==> src/irq_vec_pkg.sv <==
// constants and carrier types for the prioritised interrupt vectoring block
// assumes one 10 MHz clock; registers are read and written over io strobes at fixed addresses
package irq_vec_pkg;

	// ==========================================================
	// sources and vectors
	localparam int          NUM_SRC      = 12;
	localparam logic [3:0]  VEC_NONE     = 4'h0;
	localparam logic [15:0] RESET_ADDR   = 16'h0000;
	localparam int          VEC_SHIFT    = 1;          // two bytes per table entry

	// source bit positions (bit i is vector i+1)
	localparam int SRC_BUS_RESET = 0;
	localparam int SRC_HUB       = 8;
	localparam int EP_FIRST      = 3;
	localparam int NUM_EP        = 5;
	localparam int NUM_PORT      = 4;

	// ==========================================================
	// processor status and control view, and register addresses
	localparam logic [7:0] ADDR_PSC      = 8'hff;
	localparam logic [7:0] ADDR_VECTOR   = 8'h23;
	localparam logic [7:0] ADDR_GLB_EN   = 8'h20;
	localparam logic [7:0] ADDR_EP_EN    = 8'h21;
	localparam logic [7:0] ADDR_DEV_A    = 8'h10;
	localparam logic [7:0] ADDR_DEV_B    = 8'h40;
	localparam logic [7:0] ADDR_HUB_LO   = 8'h48;
	localparam logic [7:0] ADDR_HUB_HI   = 8'h51;
	localparam logic [7:0] ADDR_HUB_CTRL = 8'h4b;
	localparam int PSC_GIE_BIT   = 2;
	localparam int PSC_BRST_BIT  = 5;
	localparam int PSC_SENSE_BIT = 7;

	// ==========================================================
	// timing
	localparam int CLK_HZ       = 10_000_000;
	localparam int FAST_TICK_NS = 128_000;
	localparam int SLOW_TICK_NS = 1_024_000;
	localparam int SE0_MIN_NS   = 12_000;
	localparam int SE0_MAX_NS   = 16_000;
	localparam int FAST_CYC     = FAST_TICK_NS / (1_000_000_000 / CLK_HZ);
	localparam int SLOW_DIV     = SLOW_TICK_NS / FAST_TICK_NS;
	// detect once the lower bound is met, rounded up; stays inside the upper bound
	localparam int SE0_CYC      = (SE0_MIN_NS + (1_000_000_000 / CLK_HZ) - 1)
	                              / (1_000_000_000 / CLK_HZ);
	localparam int CALL_CYC     = 10;
	localparam int JUMP_CYC     = 5;

	// ==========================================================
	// carrier types
	typedef enum logic [1:0] {
		ST_IDLE = 2'b00,
		ST_CALL = 2'b01,
		ST_JUMP = 2'b10
	} ack_state_t;

	typedef struct packed {
		logic        valid;
		logic [3:0]  vector;
		logic [15:0] addr;
		logic [15:0] ret_pc;
		logic        carry_flag;
		logic        zero_flag;
	} call_req_t;

	typedef struct packed {
		logic [NUM_PORT-1:0] conn_change;
		logic [NUM_PORT-1:0] babble;
		logic [NUM_PORT-1:0] resume;
		logic [NUM_PORT-1:0] port_en;
		logic [NUM_PORT-1:0] forced;
	} hub_evt_t;

endpackage

==> src/irq_vec.sv <==
// prioritised interrupt controller with vector call and bus reset detection
// assumes all inputs synchronous to mclk_i; the core asserts instr_done_i
// on the last cycle of every instruction and executes the pushed call
`timescale 1ns/10ps
// ==========================================================
module irq_vec
	import irq_vec_pkg::*;
(
	// clock and reset
	input  wire logic               mclk_i,
	input  wire logic               rstn_i,
	// core interface
	input  wire logic               instr_done_i,
	input  wire logic [15:0]        pc_i,
	input  wire logic               carry_flag_i,
	input  wire logic               zero_flag_i,
	input  wire logic               disable_irq_instruction_i,
	input  wire logic               enable_irq_instruction_i,
	input  wire logic               return_from_handler_instruction_i,
	input  wire logic               startup_delay_i,
	// register access strobes
	input  wire logic               io_rd_i,
	input  wire logic               io_wr_i,
	input  wire logic [7:0]         io_addr_i,
	input  wire logic [7:0]         io_wdata_i,
	// event sources
	input  wire logic               dp_i,
	input  wire logic               dm_i,
	input  wire logic [NUM_EP-1:0]  ep_in_host_ack_i,
	input  wire logic [NUM_EP-1:0]  ep_out_dev_ack_i,
	input  hub_evt_t                hub_evt_i,
	input  wire logic               dac_evt_i,
	input  wire logic               gpio_evt_i,
	input  wire logic               serial_evt_i,
	// outputs
	output call_req_t               call_o,
	output logic                    handler_start_o,
	output logic [7:0]              psc_o,
	output logic [7:0]              io_rdata_o,
	output logic [7:0]              glb_en_o,
	output logic [7:0]              ep_en_o,
	output logic                    regs_clear_o,
	output logic                    startup_abort_o,
	output logic                    restore_flags_o
);

	// ==========================================================
	// register state
	logic [NUM_SRC-1:0] pend_reg;
	logic               gie_reg;
	logic               brst_flag_reg;
	logic [7:0]         glb_en_reg;
	logic [7:0]         ep_en_reg;
	logic [7:0]         se0_cnt_reg;
	logic               se0_seen_reg;
	logic [10:0]        fast_cnt_reg;
	logic [3:0]         slow_cnt_reg;
	ack_state_t         state_reg;
	logic [3:0]         cyc_reg;

	// source enable per bit: endpoints from 0x21, others from 0x20
	// bus reset cannot be masked; bit 3 of the global enables is spare,
	// so hub, dac, gpio and serial take bits 4 to 7
	function automatic logic [NUM_SRC-1:0] src_en(input logic [7:0] g, input logic [7:0] e);
		src_en = {g[7:4], e[4:0], g[2:1], 1'b1};
	endfunction

	// fixed priority: lowest index wins
	function automatic logic [3:0] pick(input logic [NUM_SRC-1:0] p);
		pick = VEC_NONE;
		for (int i = NUM_SRC - 1; i >= 0; i--) begin
			if (p[i]) begin
				pick = 4'(i + 1);
			end
		end
	endfunction

	// ==========================================================
	// event formation
	wire logic                se0          = ~dp_i & ~dm_i;
	wire logic                se0_detect   = se0 && (se0_cnt_reg >= 8'(SE0_CYC));
	wire logic                brst_event   = se0_seen_reg & ~se0;
	wire logic                fast_tick    = fast_cnt_reg == 11'(FAST_CYC - 1);
	wire logic                slow_tick    = fast_tick && slow_cnt_reg == 4'(SLOW_DIV - 1);
	// an unacknowledged in never pulses host ack, so raises nothing
	wire logic [NUM_EP-1:0]   ep_evt       = ep_in_host_ack_i | ep_out_dev_ack_i;
	wire logic [NUM_PORT-1:0] hub_bits     = (hub_evt_i.conn_change & ~hub_evt_i.forced)
	                                       | ((hub_evt_i.babble | hub_evt_i.resume)
	                                          & hub_evt_i.port_en);
	wire logic [NUM_SRC-1:0]  events       = {serial_evt_i, gpio_evt_i, dac_evt_i, |hub_bits,
	                                          ep_evt, slow_tick, fast_tick, brst_event};
	wire logic [NUM_SRC-1:0]  enables      = src_en(glb_en_reg, ep_en_reg);
	wire logic [3:0]          winner       = pick(pend_reg);
	wire logic                vec_read     = io_rd_i && io_addr_i == ADDR_VECTOR;
	// take only at an instruction boundary and with global enable
	// a busy sequencer holds off a second accept until the jump is done
	wire logic                take         = gie_reg && instr_done_i && winner != VEC_NONE
	                                         && state_reg == ST_IDLE;
	wire logic [3:0]          clr_vec      = take ? winner : (vec_read ? winner : VEC_NONE);
	wire logic [7:0]          psc_next     = {|pend_reg, 1'b0, brst_flag_reg, 2'b00,
	                                          gie_reg, 2'b00};
	wire logic                wr_glb       = io_wr_i && io_addr_i == ADDR_GLB_EN;
	wire logic                wr_ep        = io_wr_i && io_addr_i == ADDR_EP_EN;
	wire logic                wr_psc       = io_wr_i && io_addr_i == ADDR_PSC;
	logic [7:0]               rdata_next;

	// read mux, address decode as an if chain
	always_comb begin
		if (io_addr_i == ADDR_PSC) begin
			rdata_next = psc_next;
		end else if (io_addr_i == ADDR_VECTOR) begin
			rdata_next = {4'h0, winner};
		end else if (io_addr_i == ADDR_GLB_EN) begin
			rdata_next = glb_en_reg;
		end else if (io_addr_i == ADDR_EP_EN) begin
			rdata_next = ep_en_reg;
		end else begin
			rdata_next = 8'h00;
		end
	end

	// ==========================================================
	// pending latches: event set wins over service clear
	// a vector read and an accept clear the same winner; neither drops a new event
	genvar gi;
	generate
		for (gi = 0; gi < NUM_SRC; gi++) begin : g_pend
			always_ff @(posedge mclk_i or negedge rstn_i) begin
				if (!rstn_i) begin
					pend_reg[gi] <= 1'b0;
				end else if (events[gi] && enables[gi]) begin
					pend_reg[gi] <= 1'b1;
				end else if (clr_vec == 4'(gi + 1)) begin
					pend_reg[gi] <= 1'b0;
				end
			end
		end
	endgenerate

	// ==========================================================
	// global enable: cleared on accept, only touched by di/ei/return
	always_ff @(posedge mclk_i or negedge rstn_i) begin
		if (!rstn_i) begin
			gie_reg <= 1'b0;
		end else if (take || disable_irq_instruction_i) begin
			gie_reg <= 1'b0;
		end else if (enable_irq_instruction_i || return_from_handler_instruction_i) begin
			gie_reg <= 1'b1;
		end
	end

	// enable registers; bus reset leaves them alone
	always_ff @(posedge mclk_i or negedge rstn_i) begin
		if (!rstn_i) begin
			glb_en_reg <= 8'h00;
			ep_en_reg  <= 8'h00;
		end else begin
			if (wr_glb) begin
				glb_en_reg <= io_wdata_i;
			end
			if (wr_ep) begin
				ep_en_reg <= io_wdata_i;
			end
		end
	end

	// se0 duration counter; saturates so a long reset stays detected
	// counting stops at the threshold, so the counter never wraps
	always_ff @(posedge mclk_i or negedge rstn_i) begin
		if (!rstn_i) begin
			se0_cnt_reg  <= 8'h00;
			se0_seen_reg <= 1'b0;
		end else if (!se0) begin
			se0_cnt_reg  <= 8'h00;
			se0_seen_reg <= 1'b0;
		end else begin
			if (!se0_detect) begin
				se0_cnt_reg <= se0_cnt_reg + 8'h01;
			end
			se0_seen_reg <= se0_seen_reg | se0_detect;
		end
	end

	// bus reset flag: set by detection, cleared by writing zero at 0xff
	always_ff @(posedge mclk_i or negedge rstn_i) begin
		if (!rstn_i) begin
			brst_flag_reg <= 1'b0;
		end else if (se0_detect) begin
			brst_flag_reg <= 1'b1;
		end else if (wr_psc && !io_wdata_i[PSC_BRST_BIT]) begin
			brst_flag_reg <= 1'b0;
		end
	end

	// periodic tick divider; slow tick is every eighth fast tick
	// 1280 cycles per fast tick need eleven counter bits
	always_ff @(posedge mclk_i or negedge rstn_i) begin
		if (!rstn_i) begin
			fast_cnt_reg <= 11'h000;
			slow_cnt_reg <= 4'h0;
		end else if (fast_tick) begin
			fast_cnt_reg <= 11'h000;
			slow_cnt_reg <= slow_tick ? 4'h0 : slow_cnt_reg + 4'h1;
		end else begin
			fast_cnt_reg <= fast_cnt_reg + 11'h001;
		end
	end

	// ==========================================================
	// acknowledge sequencer: call phase then table jump phase
	// the call phase counts ten cycles and the jump phase five
	always_ff @(posedge mclk_i or negedge rstn_i) begin
		if (!rstn_i) begin
			state_reg <= ST_IDLE;
			cyc_reg   <= 4'h0;
			// the call carries the reset fetch address until the first accept
			call_o    <= '{addr: RESET_ADDR, default: '0};
		end else begin
			call_o.valid <= 1'b0;
			case (state_reg)
				ST_IDLE: begin
					if (take) begin
						state_reg         <= ST_CALL;
						cyc_reg           <= 4'(CALL_CYC - 1);
						call_o.valid      <= 1'b1;
						call_o.vector     <= winner;
						call_o.addr       <= 16'(winner) << VEC_SHIFT;
						call_o.ret_pc     <= pc_i;
						call_o.carry_flag <= carry_flag_i;
						call_o.zero_flag  <= zero_flag_i;
					end
				end
				ST_CALL: begin
					if (cyc_reg == 4'h0) begin
						state_reg <= ST_JUMP;
						cyc_reg   <= 4'(JUMP_CYC - 1);
					end else begin
						cyc_reg <= cyc_reg - 4'h1;
					end
				end
				ST_JUMP: begin
					if (cyc_reg == 4'h0) begin
						state_reg <= ST_IDLE;
					end else begin
						cyc_reg <= cyc_reg - 4'h1;
					end
				end
				default: begin
					state_reg <= ST_IDLE;
				end
			endcase
		end
	end

	// registered outputs
	// status and read data lag their sources by one cycle
	always_ff @(posedge mclk_i or negedge rstn_i) begin
		if (!rstn_i) begin
			handler_start_o <= 1'b0;
			psc_o           <= 8'h00;
			io_rdata_o      <= 8'h00;
			glb_en_o        <= 8'h00;
			ep_en_o         <= 8'h00;
			regs_clear_o    <= 1'b0;
			startup_abort_o <= 1'b0;
			restore_flags_o <= 1'b0;
		end else begin
			handler_start_o <= state_reg == ST_JUMP && cyc_reg == 4'h0;
			psc_o           <= psc_next;
			io_rdata_o      <= rdata_next;
			glb_en_o        <= glb_en_reg;
			ep_en_o         <= ep_en_reg;
			regs_clear_o    <= se0_detect;
			startup_abort_o <= se0_detect && startup_delay_i;
			restore_flags_o <= return_from_handler_instruction_i;
		end
	end

endmodule

==> config.mk <==
export PLATFORM = sky130hd
export DESIGN_NAME = irq_vec
export DESIGN_NICKNAME = d
export VERILOG_FILES = /design/src/irq_vec_pkg.sv /design/src/irq_vec.sv
export SDC_FILE = /design/constraint.sdc
export NUM_CORES = 1
export LEC_CHECK = 0
export BUFFER_PORTS_ARGS = -buffer_cell sky130_fd_sc_hd__clkbuf_2
export CAP_MARGIN = 0
export CORE_MARGIN = 2
export CORE_UTILIZATION = 25
export CTS_CLUSTER_DIAMETER = 120
export DETAILED_ROUTE_END_ITERATION = 7
export GPL_ROUTABILITY_DRIVEN = 1
export PLACE_DENSITY = 0.42
export SLEW_MARGIN = 40
export SYNTH_ARGS = -nofsm -noshare
export SYNTH_HDL_FRONTEND = slang
export SYNTH_SLANG_ARGS = --single-unit
==> constraint.sdc <==
create_clock -name mclk_i -period 2.5 [get_ports mclk_i]
set_input_delay 0.5 -clock mclk_i [delete_from_list [all_inputs] [get_ports mclk_i]]
set_output_delay 0.5 -clock mclk_i [all_outputs]
set_load 0.02 [all_outputs]
==> results.md, run 1 <==
- Status: completed
- CTS buffer count: 17
- Layout Nets: 640
- Clock Power Share: 38.4%
- Mean Syn Cell Area: 12.2 µm²
- Top delay family on crit path: simple AND/OR/NAND/NOR gates
- Leak: 3.19 nW
- R2R setup slack: 0.30 ns
- Net Sw Power: 1.95 mW
- Gr usage total: 12.3%
- PD cells: 988 mW/mm²
- First DRT Iteration DRCs: 137
- Setup crit start kind: flip-flop
- Post-DR vias/cell: 4.29
- Comb power frac: 23.9%
- Min cycle time layout: 2.20 ns
- Net Sw Frac: 30.4%
- Maximum vdd drop: 0.422 mV
- Slew @ Worst Pin: 0.766 ns
- Share of layout cells above drive strength 1: 41.0%
- Final period util: 87.8%
- Most frequent cells in the layout: clkbuf_2, dfrtp_1, mux2_2
- Post-synth top flop: dfrtp_1
- CTS root buffer: clkbuf_16
- Seq/Total Area, Yosys: 58.1%
- Synth Cell Area: 0.00491 mm²
- Final setup skew: 0.00712 ns
- Cells after Synth: 402
- Die Wd: 144 µm
- Clock-pin slew on the worst setup and hold paths: 0.05 ns
- Vias in the first global route: 3,781
- Number of enable flip-flop cells after synthesis: 0
- Largest net degree at the start of global routing: 46
- Type of the worst min-delay path: input port to asynchronous set/reset pin
- WHS: 0.0352 ns
- Initial Util: 25.3%
- Area of the multi-input gates: 0.00185 mm²
- RSZ-0062 raised after global routing: no
- Hpwl dp: 9150 µm
- DRT Pass-1 Iters: 4
- Max stage delay cell, worst path: nor2_4
- Full die area: 0.0208 mm²
- Pint: 4.46 mW
- Most common cell after layout, fill and taps aside: clkbuf_2
- Global route overflow: 0
- Max transition margin: 48.8%
- Reg power frac: 37.7%
- Synth unique cells: 59
- YS warnings: 0
- CTS tree: done
- Die H: 144 µm
- Number of failing hold endpoints at the final stage: 0
- Slew Viols, Final: 0
- CTS HTree Levels: 4
- Fmax: 0.455 GHz
- Slowest Stage Delay on Critical Path: 0.67 ns
- CTS Hold Bufs: 0
- CP cell instances: inv_1, ha_1, nand3_1, nor2_4, mux2_2
- Async set-reset flop share out of synthesis: 100%
- Area grow syn2layout: 32.0%
- Clock sinks: 114
- Core footprint: 0.0194 mm²
- Synth Register Bits: 114
- Post-Place Cell Area: 0.00588 mm²
- GPL Wtd Cong: 0.789
- Fin area: 0.00648 mm²
- Diodes inserted: 0
- I/O pins: 153
- Clock Tree Buf Depth: 2
- Reg area: 0.00285 mm²
- Final Util: 33.4%
- Crit path DAT: 2.48 ns
- Number of remaining DRC errors: 0
- Crit Path Max Fanout: 24
- Vias: 3,567
- First-pass GRT wire length: 19,300 µm
- Worst skew pair latency: 0.41 ns
- Routed Antenna Nets: 0
- Worst Path Buf+Inv: 1
- Crit end category: flip-flop
- Fin Setup TNS: 0 ns
- # setup viols final: 0
- Initial antenna violation count: 0
- Critical path type: flip-flop to flip-flop
- # fillers: 2,016
- WL/cell: 14.7 µm
- DRT Wirelength: 12,200 µm
- Worst EP required: 2.79 ns
- Max FFs per register: 23
- Max-Cap Viols: 0
- I/O Buffers: 135
- Site Rows: 51
==> repair_timing <==
| action | CTS | global route |
|---|---|---|
| buffers inserted | 0 | 0 |
| resized for setup | 0 | 1 |
| endpoints found under the setup margin | 0 | 1 |
==> layer usage <==
metal / global-route usage, % / vias up / share of wire (%)
met5: 0 / - / 0
met3: 4.24 / 9 / 5.3
met2: 19.9 / 98 / 49
li1: - / 1698 / -
met4: 3.99 / 0 / 1.0
met1: 15.6 / 1762 / 45
==> synthesized netlist by cell type, types with 2 or more instances <==
cell type,count,share of area (%)
a21o_1,2,0.31
a21oi_1,10,1.0
a22o_1,8,1.4
a22o_2,2,0.41
a22oi_1,2,0.31
and2_1,2,0.25
and3_1,4,0.51
buf_4,22,3.4
buf_6,2,0.46
clkbuf_1,6,0.46
dfrtp_1,114,58
ha_1,8,2.0
inv_1,20,1.5
mux2_2,42,9.6
nand2_1,12,0.92
nand2b_1,3,0.38
nand3_1,7,0.71
nand3b_1,2,0.31
nand4_1,8,1.0
nand4b_1,3,0.53
nor2_1,29,2.2
nor2b_1,7,0.89
nor3_1,7,0.71
nor3b_1,3,0.46
nor4_1,2,0.25
nor4b_1,3,0.53
nor4bb_1,2,0.41
o211ai_1,2,0.31
o21ai_0,22,2.2
o22a_1,2,0.36
o22ai_1,2,0.25
or2_2,2,0.25
or3_1,4,0.51
xnor2_1,7,1.2
xor2_1,5,0.89
==> layout make-up <==
cell class                      instances  area share (%)
Clock buffer                           18            6.62
Tap cell                              265            5.11
Timing Repair Buffer                  147            12.0
Multi-Input combinational cell        254            28.5
Inverter                               20            1.16
Sequential cell                       114            44.0
Clock inverter                         13            2.59
==> per-stage QoR <==
stage	power, mW	std cells	setup WS [ns]
final	6.41	831	0.304
after global routing	6.78	831	0.161
after CTS	6.50	831	0.175
after detailed placement	3.99	800	0.190
after global placement	3.95	800	0.257
after floorplan	3.45	418	0.408
==> power groups by stage <==
stage               sequential (mW)  clock [mW]  combinational [mW]
floorplan                      2.63           0               0.820
global placement               2.44           0                1.51
detailed placement             2.44           0                1.55
CTS                            2.42        2.53                1.55
global route                   2.47        2.63                1.68
finish                         2.41        2.46                1.53
==> cell families (layout without fill, tap and decap cells) <==
kind of cell    after synthesis  after routing  synth area share [%]
simple gates                106            106                  12.4
mux                          44             44                  10.1
fa+ha+maj                     8              8                  2.04
other cells                   1             17                0.0763
xor+xnor                     12             12                  2.14
buf+inv                      50            198                  5.81
flops                       114            114                  58.1
compound gates               67             67                  9.32
==> final timing paths <==
path,startpoint,to,cells past startpoint
max,state_reg[0]$_DFFE_PN0P_,call_o[10]$_DFFE_PN0P_,5
min,rstn_i,state_reg[1]$_DFFE_PN0P_,1
max reg2reg,state_reg[0]$_DFFE_PN0P_,call_o[10]$_DFFE_PN0P_,5
min reg2reg,ep_en_reg[7]$_DFFE_PN0P_,ep_en_o[7]$_DFF_PN0_,0
max in group asynchronous,rstn_i,slow_cnt_reg[3]$_DFFE_PN0P_,2
min in group mclk_i,return_from_handler_instruction_i,restore_flags_o$_DFF_PN0_,1
Power figures use the tool's default switching activity.
==> run 2, diff against run 1 <==
Settings changed: CORE_UTILIZATION 25 to 45, PLACE_DENSITY 0.42 to 0.69.
==> results.md, run 2 (synthesis results as in run 1) <==
- CTS HTree Levels: 4 (unchanged)
- Clock Power Share: 38.7% (+0.3 points)
- Layout Nets: 637 (-0.47%)
- Top delay family on crit path: simple AND/OR/NAND/NOR gates
- I/O pins: 153 (unchanged)
- RR Endpoint: state_reg[1]$_DFFE_PN0P_
- Type of the worst min-delay path: input port to asynchronous set/reset pin
- CTS tree: done
- Area of the multi-input gates: 0.00185 mm² (unchanged)
- PD cells: 1010 mW/mm² (+2.7%)
- Full die area: 0.0118 mm² (-43%)
- Worst skew pair latency: 0.52 ns (+0.11 ns)
- Post-DR vias/cell: 5.08 (+18%)
- Slew Viols, Final: 0 (unchanged)
- Largest net degree at the start of global routing: 115 (+150%)
- Die H: 108 µm (-25%)
- Vias in the first global route: 3,510 (-7.2%)
- DRT Wirelength: 10,900 µm (-10%)
- WL/cell: 15.5 µm (+5.7%)
- DRT Pass-1 Iters: 4 (unchanged)
- Final setup skew: 0.00917 ns (+0.00205 ns)
- First DRT Iteration DRCs: 162 (+18%)
- RSZ-0062 raised after global routing: no
- Diodes inserted: 0 (unchanged)
- Worst Path Buf+Inv: 1 (unchanged)
- Max FFs per register: 23 (unchanged)
- Most common cell after layout, fill and taps aside: clkbuf_2
- Fmax: 0.437 GHz (-4.0%)
- # fillers: 900 (-55%)
- Net Sw Power: 1.97 mW (+1.3%)
- Min cycle time layout: 2.29 ns (+0.0908 ns)
- Comb power frac: 23.6% (-0.3 points)
- Clock Tree Buf Depth: 2 (unchanged)
- Pint: 4.45 mW (-0.31%)
- Share of layout cells above drive strength 1: 40.8% (-0.21 points)
- R2R setup slack: 0.21 ns (-0.09 ns)
- Area grow syn2layout: 28.7%
- Reg2reg path depth: 6 (+1)
- Max-Cap Viols: 0 (unchanged)
- Final period util: 91.5% (+3.6 points)
- Max transition margin: 54.5% (+5.7 points)
- CTS buffer count: 17 (unchanged)
- Initial Util: 45.7% (+20 points)
- Fin Setup TNS: 0 ns (unchanged)
- Net Sw Frac: 30.7% (+0.34 points)
- Number of failing hold endpoints at the final stage: 0 (unchanged)
- Crit path DAT: 2.69 ns (+0.21 ns)
- Maximum vdd drop: 0.453 mV (+7.5%)
- Critical path type: flip-flop to flip-flop
- GPL Wtd Cong: 0.805 (+2.1%)
- Die Wd: 108 µm (-25%)
- Setup crit start kind: flip-flop
- CTS Hold Bufs: 0 (unchanged)
- Reg power frac: 37.7% (about the same)
- Core footprint: 0.0107 mm² (-45%)
- Reg area: 0.00285 mm² (unchanged)
- Clock sinks: 114 (unchanged)
- CTS root buffer: clkbuf_8
- Worst EP required: 2.90 ns (+0.11 ns)
- CP cell instances: or3_1, nor4b_4, buf_4, o21ai_0, nand2b_1, mux2_2
- First-pass GRT wire length: 17,100 µm (-12%)
- Worst reg2reg startpoint: pend_reg[2]$_DFFE_PN0P_
- Most frequent cells in the layout: clkbuf_2, dfrtp_1, mux2_2
- Crit Path Max Fanout: 8 (-67%)
- PostCTS Resize Cnt: 0 (unchanged)
- # setup viols final: 0 (unchanged)
- Status: completed
- Setup WS post-layout: 0.213 ns (-0.0908 ns)
- Slew @ Worst Pin: 0.681 ns (-0.0854 ns)
- Max stage delay cell, worst path: or3_1
- Global route overflow: 0 (unchanged)
- Place WS: 0.112 ns (-0.0782 ns)
- Gr usage total: 19.4% (+7.0 points)
- Hpwl dp: 7670 µm (-16%)
- Site Rows: 38 (-25%)
- Leak: 3.17 nW (-0.82%)
- Number of remaining DRC errors: 0 (unchanged)
- Initial antenna violation count: 0 (unchanged)
- I/O Buffers: 135 (unchanged)
- Post-CTS Setup Bufs: 0 (unchanged)
- Clock-pin slew on the worst setup and hold paths: 0.06 ns (about the same)
- Crit end category: flip-flop
- Vias: 3,576 (+0.25%)
- Routed Antenna Nets: 0 (unchanged)
- Slowest Stage Delay on Critical Path: 0.53 ns (-0.14 ns)
[run 2: layout make-up]
cell class	count	share of cell area, %
tap	140	2.77
multi-input combinational	254	29.2
sequential	114	45.1
inverter	20	1.19
clock inverter	13	2.93
timing repair buffer	144	12.0
clock buffer	19	6.82
[run 2: worst reg2reg max path: cells and delay by family (launching register included)]
| kind | cells | cell delay (ns) |
|---|---|---|
| mux | 1 | 0.34 |
| simple gates | 3 | 1.10 |
| buf+inv | 1 | 0.22 |
| compound gates | 1 | 0.09 |
| flops | 1 | 0.41 |
[run 2: stage by stage]
stage                     power, mW  instances  utilization (%)  hold WS, ns  area, µm²
final                          6.42        704             58.9       0.0429       6320
after global routing           6.73        704             58.9       0.0756       6320
after CTS                      6.45        704             58.8       0.0756       6310
after detailed placement       3.94        672             53.0        0.382       5700
after global placement         3.89        672             53.0        0.381       5700
after floorplan                3.45        418                -        0.204       4970
[run 2: routing by layer]
layer	wire length (µm)	part of all wire, %	track usage, %	vias up
met3	527	4.8	6.39	15
met5	0	0	0	-
li1	-	-	-	1702
met4	164	1.5	8.24	0
met2	5350	49	30.0	112
met1	4880	45	24.9	1747
[run 2: worst max path at each step]
stage | slack (ns) | depth (start not counted) | start | end
finish | 0.21 | 6 | pend_reg[2]$_DFFE_PN0P_ | state_reg[1]$_DFFE_PN0P_
global route | 0.1 | 6 | state_reg[1]$_DFFE_PN0P_ | cyc_reg[2]$_DFFE_PN0P_
CTS | 0.08 | 6 | state_reg[1]$_DFFE_PN0P_ | cyc_reg[1]$_DFFE_PN0P_
detailed placement | 0.11 | 6 | state_reg[0]$_DFFE_PN0P_ | cyc_reg[2]$_DFFE_PN0P_
global placement | 0.26 | 6 | state_reg[0]$_DFFE_PN0P_ | cyc_reg[2]$_DFFE_PN0P_
floorplan | 0.41 | 5 | io_addr_i[7] | glb_en_reg[0]$_DFFE_PN0P_
[run 2: power by group through the flow]
stage	registers [mW]	clock network [mW]	logic (mW)
floorplan	2.63	0	0.820
global placement	2.43	0	1.46
detailed placement	2.44	0	1.50
CTS	2.42	2.53	1.51
global route	2.45	2.62	1.65
finish	2.42	2.49	1.51
==> run 3, diff against run 2 <==
--- a/config.mk
+++ b/config.mk
@@ -14,2 +14,3 @@
 export GPL_ROUTABILITY_DRIVEN = 1
+export GPL_TIMING_DRIVEN = 0
 export PLACE_DENSITY = 0.69
--- a/constraint.sdc
+++ b/constraint.sdc
@@ -3,2 +3,2 @@
 set_output_delay 0.5 -clock mclk_i [all_outputs]
-set_load 0.02 [all_outputs]
+set_load 0.1 [all_outputs]
==> results.md, run 3 (synthesis results as in run 1) <==
- GR peak layer: met2
- Final setup skew: 0.0118 ns (+0.00261 ns)
- Grt met1 use: 24.3% (-0.57 points)
- Post-Place Cell Area: 0.00586 mm² (+2.9%)
- Worst EP required: 2.89 ns (about the same)
- Fin area: 0.00652 mm² (+3.0%)
- Die H: 108 µm (unchanged)
- Gr usage total: 19.9% (+0.52 points)
- Worst hold path endpoint: restore_flags_o$_DFF_PN0_
- DRT Pass-1 Iters: 5 (+1)
- Hpwl dp: 7840 µm (+2.2%)
- Full die area: 0.0118 mm² (unchanged)
- I/O pins: 153 (unchanged)
- Diodes inserted: 0 (unchanged)
- PD cells: 1220 mW/mm² (+21%)
- Setup crit start kind: flip-flop
- Reg2reg path depth: 6 (unchanged)
- Max-Cap Viols: 0 (unchanged)
- # fillers: 926 (+2.9%)
- Final period util: 88.3% (-3.2 points)
- Fin Setup TNS: 0 ns (unchanged)
- Core footprint: 0.0107 mm² (unchanged)
- Worst skew pair latency: 0.52 ns (about the same)
- Most common cell after layout, fill and taps aside: clkbuf_2
- Status: completed
- First-pass GRT wire length: 17,700 µm (+3.9%)
- Met2 GRT Util: 32.9% (+2.8 points)
- Clock Tree Buf Depth: 2 (unchanged)
- Layout Nets: 662 (+3.9%)
- Number of remaining DRC errors: 0 (unchanged)
- Met3 Use GR: 6.51% (+0.12 points)
- Crit path DAT: 2.60 ns (-0.09 ns)
- WL/cell: 15.0 µm (-3.4%)
- CTS tree: done
- Post-DR vias/cell: 5.09 (+0.14%)
- Initial Util: 45.7% (unchanged)
- Critical path type: flip-flop to flip-flop
- RR Endpoint: call_o[12]$_DFFE_PN0P_
- Most frequent cells in the layout: clkbuf_2, dfrtp_1, mux2_2
- Post-route non-filler standard cell count: 729 (+3.6%)
- Fmax: 0.453 GHz (+3.6%)
- Clock sinks: 114 (unchanged)
- Slew Viols, Final: 0 (unchanged)
- Initial antenna violation count: 0 (unchanged)
- GPL Wtd Cong: 0.828 (+2.8%)
- CTS HTree Levels: 4 (unchanged)
- R2R setup slack: 0.29 ns (+0.08 ns)
- Area grow syn2layout: 32.6%
- # setup viols final: 0 (unchanged)
- First DRT Iteration DRCs: 218 (+35%)
- RSZ-0062 raised after global routing: no
- Type of the worst min-delay path: input port to flip-flop
- Max transition margin: 59.6% (+5.1 points)
- Vias in the first global route: 3,669 (+4.5%)
- Crit end category: flip-flop
- Die Wd: 108 µm (unchanged)
- Number of failing hold endpoints at the final stage: 0 (unchanged)
- DRT Wirelength: 10,900 µm (about the same)
- WHS: 0.118 ns (+0.0755 ns)
- Maximum vdd drop: 0.990 mV (+120%)
- I/O Buffers: 134 (-0.74%)
- Largest net degree at the start of global routing: 65 (-43%)
- CTS buffer count: 17 (unchanged)
- PostCTS Resize Cnt: 0 (unchanged)
- Share of layout cells above drive strength 1: 42.1% (+1.3 points)
- Min cycle time layout: 2.21 ns (-0.0798 ns)
- Clock-pin slew on the worst setup and hold paths: 0.05 ns (about the same)
- Worst reg2reg startpoint: pend_reg[5]$_DFFE_PN0P_
- Routed Antenna Nets: 0 (unchanged)
- Hold_sp: return_from_handler_instruction_i
- Overall Power: 7.97 mW (+24%)
- Slew @ Worst Pin: 0.598 ns (-0.0833 ns)
- Crit Path Max Fanout: 10 (+2)
- Site Rows: 38 (unchanged)
- Max FFs per register: 23 (unchanged)
- Cells after DPL: 693 (+3.1%)
- Global route overflow: 0 (unchanged)
- Hold Crit Depth: 1
- CTS root buffer: clkbuf_8
- Leak: 3.31 nW (+4.4%)
- Vias: 3,708 (+3.7%)
-- run 3: changes by cell type in the layout (fill, tap and decap cells not counted), sizes merged --
cell         delta
clkbuf          +8
dlygate4sd3     +1
clkinvlp        -4
buf            +18
clkinv          +2
-- run 3: area by class of cell --
type | count | area, µm² | area share, %
plain buffers | 30 | 210 | 3.23
inverters | 20 | 75.1 | 1.15
repair buffers | 139 | 739 | 11.4
clock inverters | 11 | 158 | 2.42
clock buffers | 21 | 459 | 7.05
flip-flops and latches | 114 | 2850 | 43.8
multi-input cells | 254 | 1850 | 28.3
well taps | 140 | 175 | 2.69
-- run 3: worst max path at each step --
stage                                  start                        end
floorplan                       io_addr_i[7]  glb_en_reg[0]$_DFFE_PN0P_
global placement                      rstn_i      call_o[6]$_DFFE_PN0P_
detailed placement              io_addr_i[7]   ep_en_reg[1]$_DFFE_PN0P_
CTS                  pend_reg[2]$_DFFE_PN0P_     cyc_reg[1]$_DFFE_PN0P_
global route        pend_reg[10]$_DFFE_PN0P_    pend_reg[7]$_DFFE_PN0P_
finish               pend_reg[5]$_DFFE_PN0P_     call_o[12]$_DFFE_PN0P_
-- run 3: timing repair --
action	in CTS	in global routing
endpoints found under the setup margin	0	1
hold buffers	1	0
endpoints found under the hold margin	50	0
setup buffers	0	3
-- run 3: stage by stage --
step | utilization (%) | worst slack, ns
after floorplan | - | 0.408
after global placement | 54.2 | -0.667
after CTS | 60.4 | 0.0517
after detailed placement | 54.5 | -0.0911
after global routing | 60.6 | 0.178
final | 60.6 | 0.293
-- run 3: metal layers --
| metal | share of wire (%) | vias to the layer above |
|---|---|---|
| met1 | 42 | 1851 |
| li1 | - | 1743 |
| met2 | 51 | 106 |
| met4 | 0.69 | 0 |
| met3 | 5.6 | 8 |
| met5 | 0 | - |
-- run 3: power breakdown --
| group | total, mW | internal (mW) | switching (mW) | leakage, nW |
|---|---|---|---|---|
| clock | 2.49 | 1.68 | 0.806 | 0.307 |
| sequential | 2.41 | 2.17 | 0.236 | 1.48 |
| combinational | 3.07 | 0.684 | 2.38 | 1.52 |
| total | 7.97 | 4.54 | 3.43 | 3.31 |
-- run 3: critical path, stage by stage, from the launching register on --
cell	delay (ns)
dfrtp_1	0.39
or4_4	0.58
nor4b_4	0.38
buf_4	0.21
nor2_4	0.07
buf_6	0.17
mux2_4	0.29
